File: config.mk
export PLATFORM = sky130hd
export DESIGN_NAME = e1sc_top
export DESIGN_NICKNAME = d
export VERILOG_FILES = /design/src/rtl/e1sc_pkg.sv /design/src/rtl/e1sc_spare_lane.sv /design/src/rtl/e1sc_top.sv
export VERILOG_INCLUDE_DIRS = /design/src /design/src/rtl
export SDC_FILE = /design/constraint.sdc
export NUM_CORES = 1
export LEC_CHECK = 0
export ABC_CLOCK_PERIOD_IN_PS = 1500
export BUFFER_PORTS_ARGS = -buffer_cell sky130_fd_sc_hd__buf_2
export CORE_MARGIN = 5
export CORE_UTILIZATION = 52
export CTS_BUF_LIST = sky130_fd_sc_hd__clkbuf_8
export DETAILED_ROUTE_END_ITERATION = 8
export GPL_TIMING_DRIVEN = 0
export PLACE_DENSITY = 0.82
export SYNTH_ARGS = -nofsm -noshare
export SYNTH_HDL_FRONTEND = slang
export SYNTH_SLANG_ARGS = --single-unit
File: constraint.sdc
create_clock -name pclk -period 1.5 [get_ports pclk]
set_clock_uncertainty 0.2 [all_clocks]
set_input_delay 0.15 -clock pclk [delete_from_list [all_inputs] [get_ports pclk]]
set_output_delay 0.15 -clock pclk [all_outputs]
set_load 0.01 [all_outputs]
File: src/rtl/e1sc_consts.svh
// Offsets, reset values and frame constants of the receive spare-bit capture block
`ifndef E1SC_CONSTS_SVH
`define E1SC_CONSTS_SVH

// ----------------------------------------------------------------------
// Register byte addresses (paddr[11:0])
// ----------------------------------------------------------------------
`define E1SC_ADDR_CTRL      12'h10c
`define E1SC_ADDR_CAP5      12'h140
`define E1SC_ADDR_CAP6      12'h144
`define E1SC_ADDR_CAP7      12'h148
`define E1SC_ADDR_CAP8      12'h14c
`define E1SC_ADDR_STAT      12'h150

// ----------------------------------------------------------------------
// Reset values and field layout
// ----------------------------------------------------------------------
`define E1SC_CTRL_RESET     4'h0
`define E1SC_ARMED_RESET    4'h0
`define E1SC_CAP_RESET      8'h00
`define E1SC_GOT_RESET      8'h00
`define E1SC_COUNT_RESET    8'h00
`define E1SC_RDATA_RESET    32'h0000_0000
`define E1SC_CTRL_MSB       3
`define E1SC_CTRL_LSB       0
`define E1SC_CTRL_PAD       28'h000_0000
`define E1SC_CAP_PAD        24'h00_0000
`define E1SC_STAT_PAD_HI    16'h0000
`define E1SC_STAT_PAD_LO    7'h00
`define E1SC_COUNT_STEP     8'h01

// ----------------------------------------------------------------------
// Multiframe positions (index i stands for frame i+1)
// ----------------------------------------------------------------------
`define E1SC_FIRST_FRAME    4'h0
`define E1SC_LAST_FRAME     4'hf
`define E1SC_GOT_FULL       7'h7f

`endif

File: src/rtl/e1sc_pkg.sv
// Types shared by the receive spare-bit capture block
package e1sc_pkg;

    // One timeslot-0 report from the receive framer per frame
    typedef struct packed {
        logic       valid;      // One-cycle pulse per received frame
        logic       mf_locked;  // CRC-4 multiframe alignment held
        logic [3:0] frame_idx;  // 0..15 for frames 1..16
        logic [3:0] sa;         // [0]=Sa5 .. [3]=Sa8 of this frame
    } e1sc_rx_frame_t;

    typedef struct packed {
        logic [7:0] collect;
        logic [7:0] capture;
    } e1sc_lane_state_t;

    typedef struct packed {
        logic [3:0]  enable;
        logic [3:0]  armed;
        logic [7:0]  got;
        logic [7:0]  mf_count;
        logic [31:0] prdata;
        logic        pslverr;
    } e1sc_top_state_t;

endpackage

File: src/rtl/e1sc_spare_lane.sv
// Collects one spare bit over a multiframe and holds its capture register
`timescale 1ns/100ps
`default_nettype none
`include "e1sc_consts.svh"

module e1sc_spare_lane (
    input  wire logic       pclk,
    input  wire logic       presetn,
    input  wire logic       enable,
    input  wire logic       sample,
    input  wire logic [2:0] bit_pos,
    input  wire logic       sa_bit,
    input  wire logic       commit,
    output logic      [7:0] capture
);
    import e1sc_pkg::*;

    e1sc_lane_state_t s_r;
    e1sc_lane_state_t s_nxt;
    logic [7:0]       merged;

    // ------------------------------------------------------------------
    // Collection and commit
    // ------------------------------------------------------------------
    always_comb begin
        s_nxt  = s_r;
        merged = s_r.collect;
        if (sample) begin
            merged[bit_pos] = sa_bit;
        end
        if (!enable) begin
            // Disabled lanes show zero rather than stale data
            s_nxt.collect = `E1SC_CAP_RESET;
            s_nxt.capture = `E1SC_CAP_RESET;
        end else begin
            s_nxt.collect = merged;
            if (commit) begin
                // Frame 16 bit is merged in the same cycle it arrives
                s_nxt.capture = merged;
            end
        end
    end

    always_ff @(posedge pclk or negedge presetn) begin
        if (!presetn) begin
            s_r.collect <= `E1SC_CAP_RESET;
            s_r.capture <= `E1SC_CAP_RESET;
        end else begin
            s_r <= s_nxt;
        end
    end

    assign capture = s_r.capture;

endmodule
`default_nettype wire

File: src/rtl/e1sc_top.sv
// E1 receive spare-bit (Sa5..Sa8) capture block with APB register access
//
// What this block does
// - Each capture register holds its spare bit from the latest whole multiframe it was enabled for from frame 1.
// - Registers update only after a whole multiframe, all eight bits together.
// - A capture register shows received values only while its enable is 1.
// - Register bit 7 holds the spare bit of frame 2.
// - Bit 6 holds frame 4; each lower bit takes the next even frame.
// - Four read-only 8-bit capture registers, Sa5 to Sa8, reset to zero.
//
// Register access over APB and the register addresses were left to the implementer.
`timescale 1ns/100ps
`default_nettype none
`include "e1sc_consts.svh"

module e1sc_top (
    input  wire logic                     pclk,
    input  wire logic                     presetn,
    input  wire logic                     psel,
    input  wire logic                     penable,
    input  wire logic                     pwrite,
    input  wire logic [11:0]              paddr,
    input  wire logic [31:0]              pwdata,
    output logic      [31:0]              prdata,
    output logic                          pready,
    output logic                          pslverr,
    input  wire e1sc_pkg::e1sc_rx_frame_t rx_frame
);
    import e1sc_pkg::*;

    // ------------------------------------------------------------------
    // State and decode signals
    // ------------------------------------------------------------------
    e1sc_top_state_t s_r;
    e1sc_top_state_t s_nxt;

    logic       apb_setup;
    logic       apb_access;
    logic       ctrl_write;
    logic [31:0] rd_word;
    logic       addr_hit;
    logic       frame_odd;
    logic       sample;
    logic       commit;
    logic [2:0] bit_pos;
    logic [7:0] cap [4];
    logic [7:0] cap_view [4];
    logic       first_frame;

    // ------------------------------------------------------------------
    // APB handshake
    // ------------------------------------------------------------------
    // Read data and error are latched in the setup cycle, so every
    // access completes with no wait state and prdata comes from a flop.
    assign apb_setup  = psel && !penable;
    assign apb_access = psel && penable;
    assign ctrl_write = apb_access && pwrite && (paddr == `E1SC_ADDR_CTRL);

    // ------------------------------------------------------------------
    // Multiframe position
    // ------------------------------------------------------------------
    // Frames 2,4..16 sit at odd indices; bit 7 down to bit 0 in turn.
    assign frame_odd = rx_frame.frame_idx[0];
    assign bit_pos   = ~rx_frame.frame_idx[3:1];
    assign sample    = rx_frame.valid && rx_frame.mf_locked && frame_odd;

    // A capture needs all seven earlier even frames plus frame 16 now;
    // a multiframe broken by loss of alignment is dropped whole.
    assign commit = rx_frame.valid && rx_frame.mf_locked
                    && (rx_frame.frame_idx == `E1SC_LAST_FRAME)
                    && (s_r.got[7:1] == `E1SC_GOT_FULL);

    // Frame 1 of a multiframe arms every lane that is enabled by then
    assign first_frame = rx_frame.valid && rx_frame.mf_locked
                         && (rx_frame.frame_idx == `E1SC_FIRST_FRAME);

    // ------------------------------------------------------------------
    // Read mux
    // ------------------------------------------------------------------
    always_comb begin
        rd_word  = `E1SC_RDATA_RESET;
        addr_hit = 1'b1;
        unique case (paddr)
            `E1SC_ADDR_CTRL: begin
                rd_word = {`E1SC_CTRL_PAD, s_r.enable};
            end
            `E1SC_ADDR_CAP5: begin
                rd_word = {`E1SC_CAP_PAD, cap_view[0]};
            end
            `E1SC_ADDR_CAP6: begin
                rd_word = {`E1SC_CAP_PAD, cap_view[1]};
            end
            `E1SC_ADDR_CAP7: begin
                rd_word = {`E1SC_CAP_PAD, cap_view[2]};
            end
            `E1SC_ADDR_CAP8: begin
                rd_word = {`E1SC_CAP_PAD, cap_view[3]};
            end
            `E1SC_ADDR_STAT: begin
                rd_word = {`E1SC_STAT_PAD_HI, s_r.mf_count,
                           `E1SC_STAT_PAD_LO, rx_frame.mf_locked};
            end
            default: begin
                addr_hit = 1'b0;
            end
        endcase
    end

    // ------------------------------------------------------------------
    // Next state
    // ------------------------------------------------------------------
    always_comb begin
        s_nxt = s_r;

        // Bus answer for the coming access phase
        if (apb_setup) begin
            s_nxt.prdata  = pwrite ? `E1SC_RDATA_RESET : rd_word;
            s_nxt.pslverr = !addr_hit;
        end

        // Writes to capture registers are ignored: they are read-only
        if (ctrl_write) begin
            s_nxt.enable = pwdata[`E1SC_CTRL_MSB:`E1SC_CTRL_LSB];
        end

        // A lane enabled in mid-multiframe has missed some even frames,
        // so it may commit only once it has been enabled since frame 1
        for (int g = 0; g < 4; g++) begin
            if (!s_r.enable[g]) begin
                s_nxt.armed[g] = 1'b0;
            end else if (first_frame) begin
                s_nxt.armed[g] = 1'b1;
            end
        end

        // Track which even frames of this multiframe have been seen
        if (!rx_frame.mf_locked) begin
            s_nxt.got = `E1SC_GOT_RESET;
        end else if (rx_frame.valid) begin
            if (rx_frame.frame_idx == `E1SC_FIRST_FRAME) begin
                s_nxt.got = `E1SC_GOT_RESET;
            end else if (frame_odd) begin
                s_nxt.got[bit_pos] = 1'b1;
            end
        end
        if (commit) begin
            s_nxt.got      = `E1SC_GOT_RESET;
            s_nxt.mf_count = s_r.mf_count + `E1SC_COUNT_STEP;
        end
    end

    always_ff @(posedge pclk or negedge presetn) begin
        if (!presetn) begin
            s_r.enable   <= `E1SC_CTRL_RESET;
            s_r.got      <= `E1SC_GOT_RESET;
            s_r.mf_count <= `E1SC_COUNT_RESET;
            s_r.armed    <= `E1SC_ARMED_RESET;
            s_r.prdata   <= `E1SC_RDATA_RESET;
            s_r.pslverr  <= 1'b0;
        end else begin
            s_r <= s_nxt;
        end
    end

    // ------------------------------------------------------------------
    // One lane per spare bit, Sa5..Sa8
    // ------------------------------------------------------------------
    // This block serves one framer channel; each channel instantiates
    // its own copy, so the four registers are never shared.
    for (genvar g = 0; g < 4; g++) begin : g_lane
        e1sc_spare_lane u_lane (
            .pclk    (pclk),
            .presetn (presetn),
            .enable  (s_r.enable[g]),
            .sample  (sample),
            .bit_pos (bit_pos),
            .sa_bit  (rx_frame.sa[g]),
            .commit  (commit && s_r.armed[g]),
            .capture (cap[g])
        );
        // A disabled lane reads zero at once, not one cycle later
        assign cap_view[g] = s_r.enable[g] ? cap[g] : `E1SC_CAP_RESET;
    end

    // ------------------------------------------------------------------
    // Outputs
    // ------------------------------------------------------------------
    assign prdata  = s_r.prdata;
    assign pslverr = s_r.pslverr && apb_access;
    assign pready  = apb_access;

endmodule
`default_nettype wire

After elaboration in Yosys (flattened, before gate mapping)

Index checks and enable logic that the tools add are counted.

$add $sub $neg: 1
Mux-type cells: 35
Bitwise logic cells: 2
Reduce and logical (&&, ||, !) cells: 20
Order comparisons: 2
Equality and inequality tests: 18

Operators by type and width:

| operator                                                          | count |
|---|---|
| two-way mux 8 bit                                                 | 16 |
| case mux 16 bit (6 select lines)                                  | 1 |
| two-way mux 16 bit                                                | 5 |
| == test 12 x 9 -> 1 bit, second input constant                    | 6 |
| bitwise mux 8 bit                                                 | 4 |
| two-way mux 32 bit                                                | 1 |
| != test 2 x 1 -> 1 bit, second input constant                     | 8 |
| logical AND 1 bit                                                 | 15 |
| adder 8 x 1 -> 8 bit, second input constant                       | 1 |
| OR 8 bit                                                          | 1 |
| == test 7 bit, second input constant                              | 1 |
| two-way mux 1 bit                                                 | 7 |
| OR reduction 6 bit                                                | 1 |
| == test 4 bit, second input constant                              | 1 |
| zero test 4 bit                                                   | 1 |
| less-than comparator 3 x 4 -> 1 bit, second input constant        | 1 |
| != test 4 x 2 -> 1 bit, second input constant                     | 1 |
| demux 1 bit (select 3 bit)                                        | 1 |
| greater-or-equal comparator 3 x 1 -> 1 bit, second input constant | 1 |
| != test 3 x 1 -> 1 bit, second input constant                     | 1 |
| inverter 3 bit                                                    | 1 |
| zero test 1 bit                                                   | 2 |
| AND reduction 2 bit                                               | 1 |

Logic and storage cells: 95
Bits in registers: 121
Output and inout port bits: 34

Longest topological paths before layout

Word-level depth: 11
Mapped depth: 7
Mapped depth without buffers: 5

Hierarchy

From an unflattened synthesis, not the netlist that was laid out.

Cell total of the unflattened synthesis: 507
Area, all modules: 5510.3 um2

Modules (own cells, without submodules):

| module          | times used | area each (um2) | cells each | sequential area each (um2) |
|---|---|---|---|---|
| e1sc_spare_lane | 4          | 768.2           | 67         | 400.4 |
| e1sc_top        | 1          | 2437.3          | 239        | 1001.0 |

Worst setup path before layout

No wires, ideal clock.

Path kind: input port to flip-flop
From: input paddr[9]
To: register, netlist name prdata[7]
Stages on the path: 5
Arrival: 1.517 ns
Path slack: -0.312 ns
Path buffers: 1
Cells stage by stage: or4b_1 -> or3_1 -> buf_6 -> a21o_1 -> o31ai_1

Word-level cells in the longest chain between the ends: 3
Elaborated cells between the ends (all ways): 8
Classes of those cells: 6 x eq/ne; 2 x mux

RTL lines:

| what                               | RTL line        | source |
|---|---|---|
| start: declaration                 | e1sc_top.sv:22  | `input wire logic [11:0] paddr,` |
| == test 12 x 9 -> 1 bit            | e1sc_top.sv:83  | `unique case (paddr)` |
| case mux 16 bit (6 select lines) * | e1sc_top.sv:83  |  |
| two-way mux 32 bit *               | e1sc_top.sv:117 | `` s_nxt.prdata = pwrite ? `E1SC_RDATA_RESET : rd_word; `` |

Mark *: on every way between the ends. The rest lies on a longest branch, timed or not.
A chain may end at the register's enable or synchronous reset.

Worst setup path in the final report

From: register s_r[42] (netlist bit)
To: register, netlist name g_lane[2].u_lane.capture[0]

Word-level cells in the longest chain between the ends: 4

RTL lines:

| what                                    | RTL line        | source |
|---|---|---|
| start: declaration                      | e1sc_top.sv:34  | `e1sc_top_state_t s_r;` |
| start signal: assignment                | e1sc_top.sv:161 | `s_r <= s_nxt;` |
| == test 7 bit (no source line)          | --              |  |
| logical AND 1 bit                       | e1sc_top.sv:69  | `assign commit = rx_frame.valid && rx_frame.mf_locked` |
| logical AND 1 bit                       | e1sc_top.sv:178 | `.commit (commit && s_r.armed[g]),` |
| != test 2 x 1 -> 1 bit (no source line) | --              |  |

No other way between the ends.

==> results by group <==
Outcome
  • Failing checks: negative hold slack, negative setup slack
  • Status: finished with violations

STA
  • Pins over their slew limit: 0
  • RSZ-0062 raised after global routing: true
  • Hold Slack: -0.00622 ns
  • Final worst slack: -0.213 ns
  • F_max: a little under 0.6 GHz
  • Slew headroom: approximately 60%
  • Min cycle time layout: roughly 1.7 ns
  • TNS Setup: -8.00 ns
  • Setup-failing EPs final: 54
  • Worst Max-Slew Pin Slew: approximately 0.62 ns
  • Final Hold Fails: 3
  • Period utilisation layout: 114%

Finish
  • Antenna Cells: 0
  • Layout cells sized above 1: between 30% and 40%
  • Non-Filler Instances: around 700
  • Finished Core Util: between 60% and 70%
  • Final net count: 642
  • Area Growth Syn to Fin: 29.0%

Detailed routing
  • DRC: 0
  • Iter 0 DRT Violations: roughly 260
  • DR WL/cell: 18.8 um
  • Vias: between 4k and 5k
  • Detailed Route WL: roughly 13000 um
  • Final ANT Viol Nets: 0
  • Vias/cell: about 5.8
  • First drt pass iteration count: 5

Global routing
  • GRT Util Overall: around 22%
  • Gr ovfl total: 0
  • Number of global-route vias before repair: 4015
  • Largest net degree at the start of global routing: between 60 and 70
  • Antenna violations before repair: 0
  • First-pass GRT wire length: roughly 20000 um

Floorplanning
  • Initial core utilization: 53.1%
  • Die area: approximately 11000 um^2
  • Die Width: 107 um
  • Core area: 9200 um^2
  • Die height: between 100 and 150 um
  • Num rows: 35
  • # IOs: 93

Clocking
  • Clock slew at reported path FFs: around 0.1 ns
  • Clock tree buffer depth: 2
  • CTS tree: yes
  • H-Tree Depth: 3
  • Total CTS buffers: 9
  • CTS Root Cell: clkbuf_8
  • Clk_lat worst skew: approximately 0.36 ns
  • # clock sinks: 104

Setup path
  • CP Depth: 7
  • Most frequent CP cell: buf_6
  • WP data arrival: 1.78 ns
  • Buf+Inv Stages, Crit Path: 2
  • Max Fanout on Critical Path: 5
  • Largest delay share family, worst path: simple AND/OR/NAND/NOR gates
  • Slowest stage delay, CP: 0.41 ns
  • Slowest CP cell: dfrtp_1
  • WS Path Type: register to register
  • CP startpoint kind: register
  • WP data required: 1.57 ns
  • CP endpoint kind: register
  • Number of cells on the worst reg-to-reg path: 7
  • CP cell instances: nand3_4 -> nor4_4 -> buf_6 -> and2_4 -> buf_6 -> nor2_2 -> a21o_1

Pwr
  • Net Sw Frac: between 20% and 30%
  • Clock network power share: around a third
  • Total Power: 4.74 mW
  • Worst vdd ir: ~0.63 mV
  • Sequential power share: slightly below 60%
  • Int Power: 3.56 mW
  • Leak pwr: between 2 and 3 nW
  • Switching pwr: 1.19 mW
  • Logic pwr share: about 7.5%
  • PwrDens: approximately 750 nW/um^2

Logic synthesis
  • Post-Synthesis Cells: 481
  • Post-synth EDFFs: 0
  • Compound-gate portion of the synthesized area: between 10 and 15%
  • Largest family of logic cells by synthesized area: simple AND/OR/NAND/NOR gates
  • Multiplexer area fraction after synthesis: around 7.7%
  • Avg Cell Area, Syn: around 10 um^2
  • Xor and xnor area share after synthesis: ~1.3%
  • Async set-reset flop share out of synthesis: 100%
  • Seq/Total Area, Yosys: 53.3%
  • Flops & latches, synth: between 100 and 150
  • Predominant post-synthesis flop cell: dfrtp_1
  • Syn. warnings: 0
  • Post-Synth Adder-Cell Area: less than 1%
  • Yosys cell types: 44
  • Cell area after synthesis: a little under 5000 um^2
  • Synth Area in Simple Gates: between 10% and 20%

Placed design
  • Placed cells: roughly 650
  • Final GP Congestion: 0.845
  • IO Port Bufs: 43
  • Post-DP HPWL: between 8000 and 9000 um

Min path
  • Hold depth: 4
  • Min-Delay Path Class: input pin to register

Run
  • Max Cap Viol: 0
cell type report:
type / instances / area, um^2
fillers: 646 / 2900
plain buffers: 56 / 425
well taps: 111 / 139
multi-input cells: 326 / 2360
clock inverters: 7 / 50.0
inverters: 6 / 23.8
repair buffers: 79 / 573
flip-flops and latches: 104 / 2600
clock buffers: 9 / 124
state kept, by name, summed over array words and instances (netlist names):
| register | count |
|---|---|
| g_lane.u_lane.capture | 32 |
| g_lane.u_lane.s_r | 32 |
| prdata | 16 |
| s_r | 24 |
cells in the final DEF (no fill, tap or decap), types with 4 or more instances in the layout:
cell type / Yosys / final
a21o_1: 5 / 5
a21oi_1: 39 / 25
a21oi_2: 0 / 14
a221oi_2: 0 / 6
a22o_1: 8 / 8
a32oi_2: 0 / 4
and2_4: 0 / 5
and3_4: 0 / 4
buf_2: 5 / 40
buf_4: 32 / 52
buf_6: 1 / 13
clkbuf_1: 23 / 7
clkbuf_2: 0 / 6
clkbuf_8: 0 / 11
conb_1: 1 / 16
dfrtp_1: 104 / 103
dlygate4sd3_1: 0 / 10
inv_1: 5 / 6
mux2_2: 5 / 4
mux2i_1: 32 / 32
nand2_1: 22 / 21
nand3_1: 9 / 7
nand4_1: 10 / 10
nand4b_1: 4 / 4
nor2_1: 58 / 47
nor2_2: 0 / 10
nor2b_1: 11 / 10
nor3_1: 8 / 5
o21ai_0: 40 / 4
o21ai_1: 0 / 14
o21ai_2: 0 / 22
xnor2_1: 6 / 6
cells in the mapped netlist (4+ instances only):
master / n / share of area (%)
nor3_1: 8 / 0.82
mux2_2: 5 / 1.2
mux2i_1: 32 / 6.6
and2_1: 7 / 0.90
a21o_1: 5 / 0.77
nand4b_1: 4 / 0.72
a32oi_1: 5 / 0.90
o21ai_0: 40 / 4.1
o2bb2ai_1: 4 / 0.72
a221oi_1: 7 / 1.3
a21oi_1: 39 / 4.0
buf_2: 5 / 0.51
dfrtp_1: 104 / 53
nor2_1: 58 / 4.5
nand4_1: 10 / 1.3
clkbuf_1: 23 / 1.8
nand3_1: 9 / 0.92
nand2_1: 22 / 1.7
a22o_1: 8 / 1.4
xnor2_1: 6 / 1.1
and3_1: 7 / 0.90
inv_1: 5 / 0.38
nor2b_1: 11 / 1.4
buf_4: 32 / 4.9
stage by stage:
step / area (um^2) / worst slack, ns
after floorplan: 5010 / -0.312
after global placement: 5370 / -0.928
after detailed placement: 5400 / -0.535
after CTS: 5920 / -0.223
after global routing: 6300 / -0.278
final: 6300 / -0.213
worst min-delay path: stages:
cell and delay, ns:
buf_6 0.07, or4b_4 0.11, nor3_1 0.04, o21ai_0 0.15
cell families after synthesis:
family / after synthesis
muxes: 37
DFF: 104
AOI/OAI and AO/OA: 112
adders and majority gates: 1
buffers and inverters: 67
other: 1
and+or+nand+nor: 152
xor gates and xnor gates: 7
what timing repair did:
| action | 4_1_cts | 5_1_grt |
|---|---|---|
| endpoints found under the hold margin | 52 | 0 |
| hold buffers | 11 | 0 |
| pin swaps | 10 | 22 |
| resized for setup | 56 | 80 |
| gates cloned | 3 | 2 |
| buffers inserted | 7 | 14 |
| setup endpoints to repair | 77 | 87 |
routing by layer:
layer  track usage (%)  part of all wire, %  vias to the layer above
li1                  -                    -                     1843
met1              27.5                   39                     2007
met2              37.7                   50                      178
met3              4.88                  5.2                       53
met4              10.8                  5.3                        0
met5                 0                    0                        -
worst paths after layout:
check | startpoint | endpoint | slack, ns
min in group asynchronous | presetn | s_r[42]$_DFFE_PN0P_ | 0.13
max in group asynchronous | presetn | prdata[7]$_DFFE_PN0P_ | 0.30
setup / recovery | s_r[42]$_DFFE_PN0P_ | g_lane[2].u_lane.capture[0]$_DFFE_PN0P_ | -0.21
setup reg to reg | s_r[42]$_DFFE_PN0P_ | g_lane[2].u_lane.capture[0]$_DFFE_PN0P_ | -0.21
hold / removal | paddr[9] | s_r[0]$_DFFE_PN0P_ | -0.006
hold reg to reg | s_r[40]$_DFFE_PN0P_ | s_r[40]$_DFFE_PN0P_ | 0.29
power by group through the flow:
stage                     Sequential (mW)  Combinational, mW  Clock (mW)
after detailed placement             2.87              0.295           0
final                                2.82              0.355        1.57
after global placement               2.87              0.277           0
after floorplan                      2.87              0.150           0
after global routing                 2.82              0.392        1.72
after CTS                            2.82              0.332        1.59
Note: power is estimated with default switching activity, not from simulation.
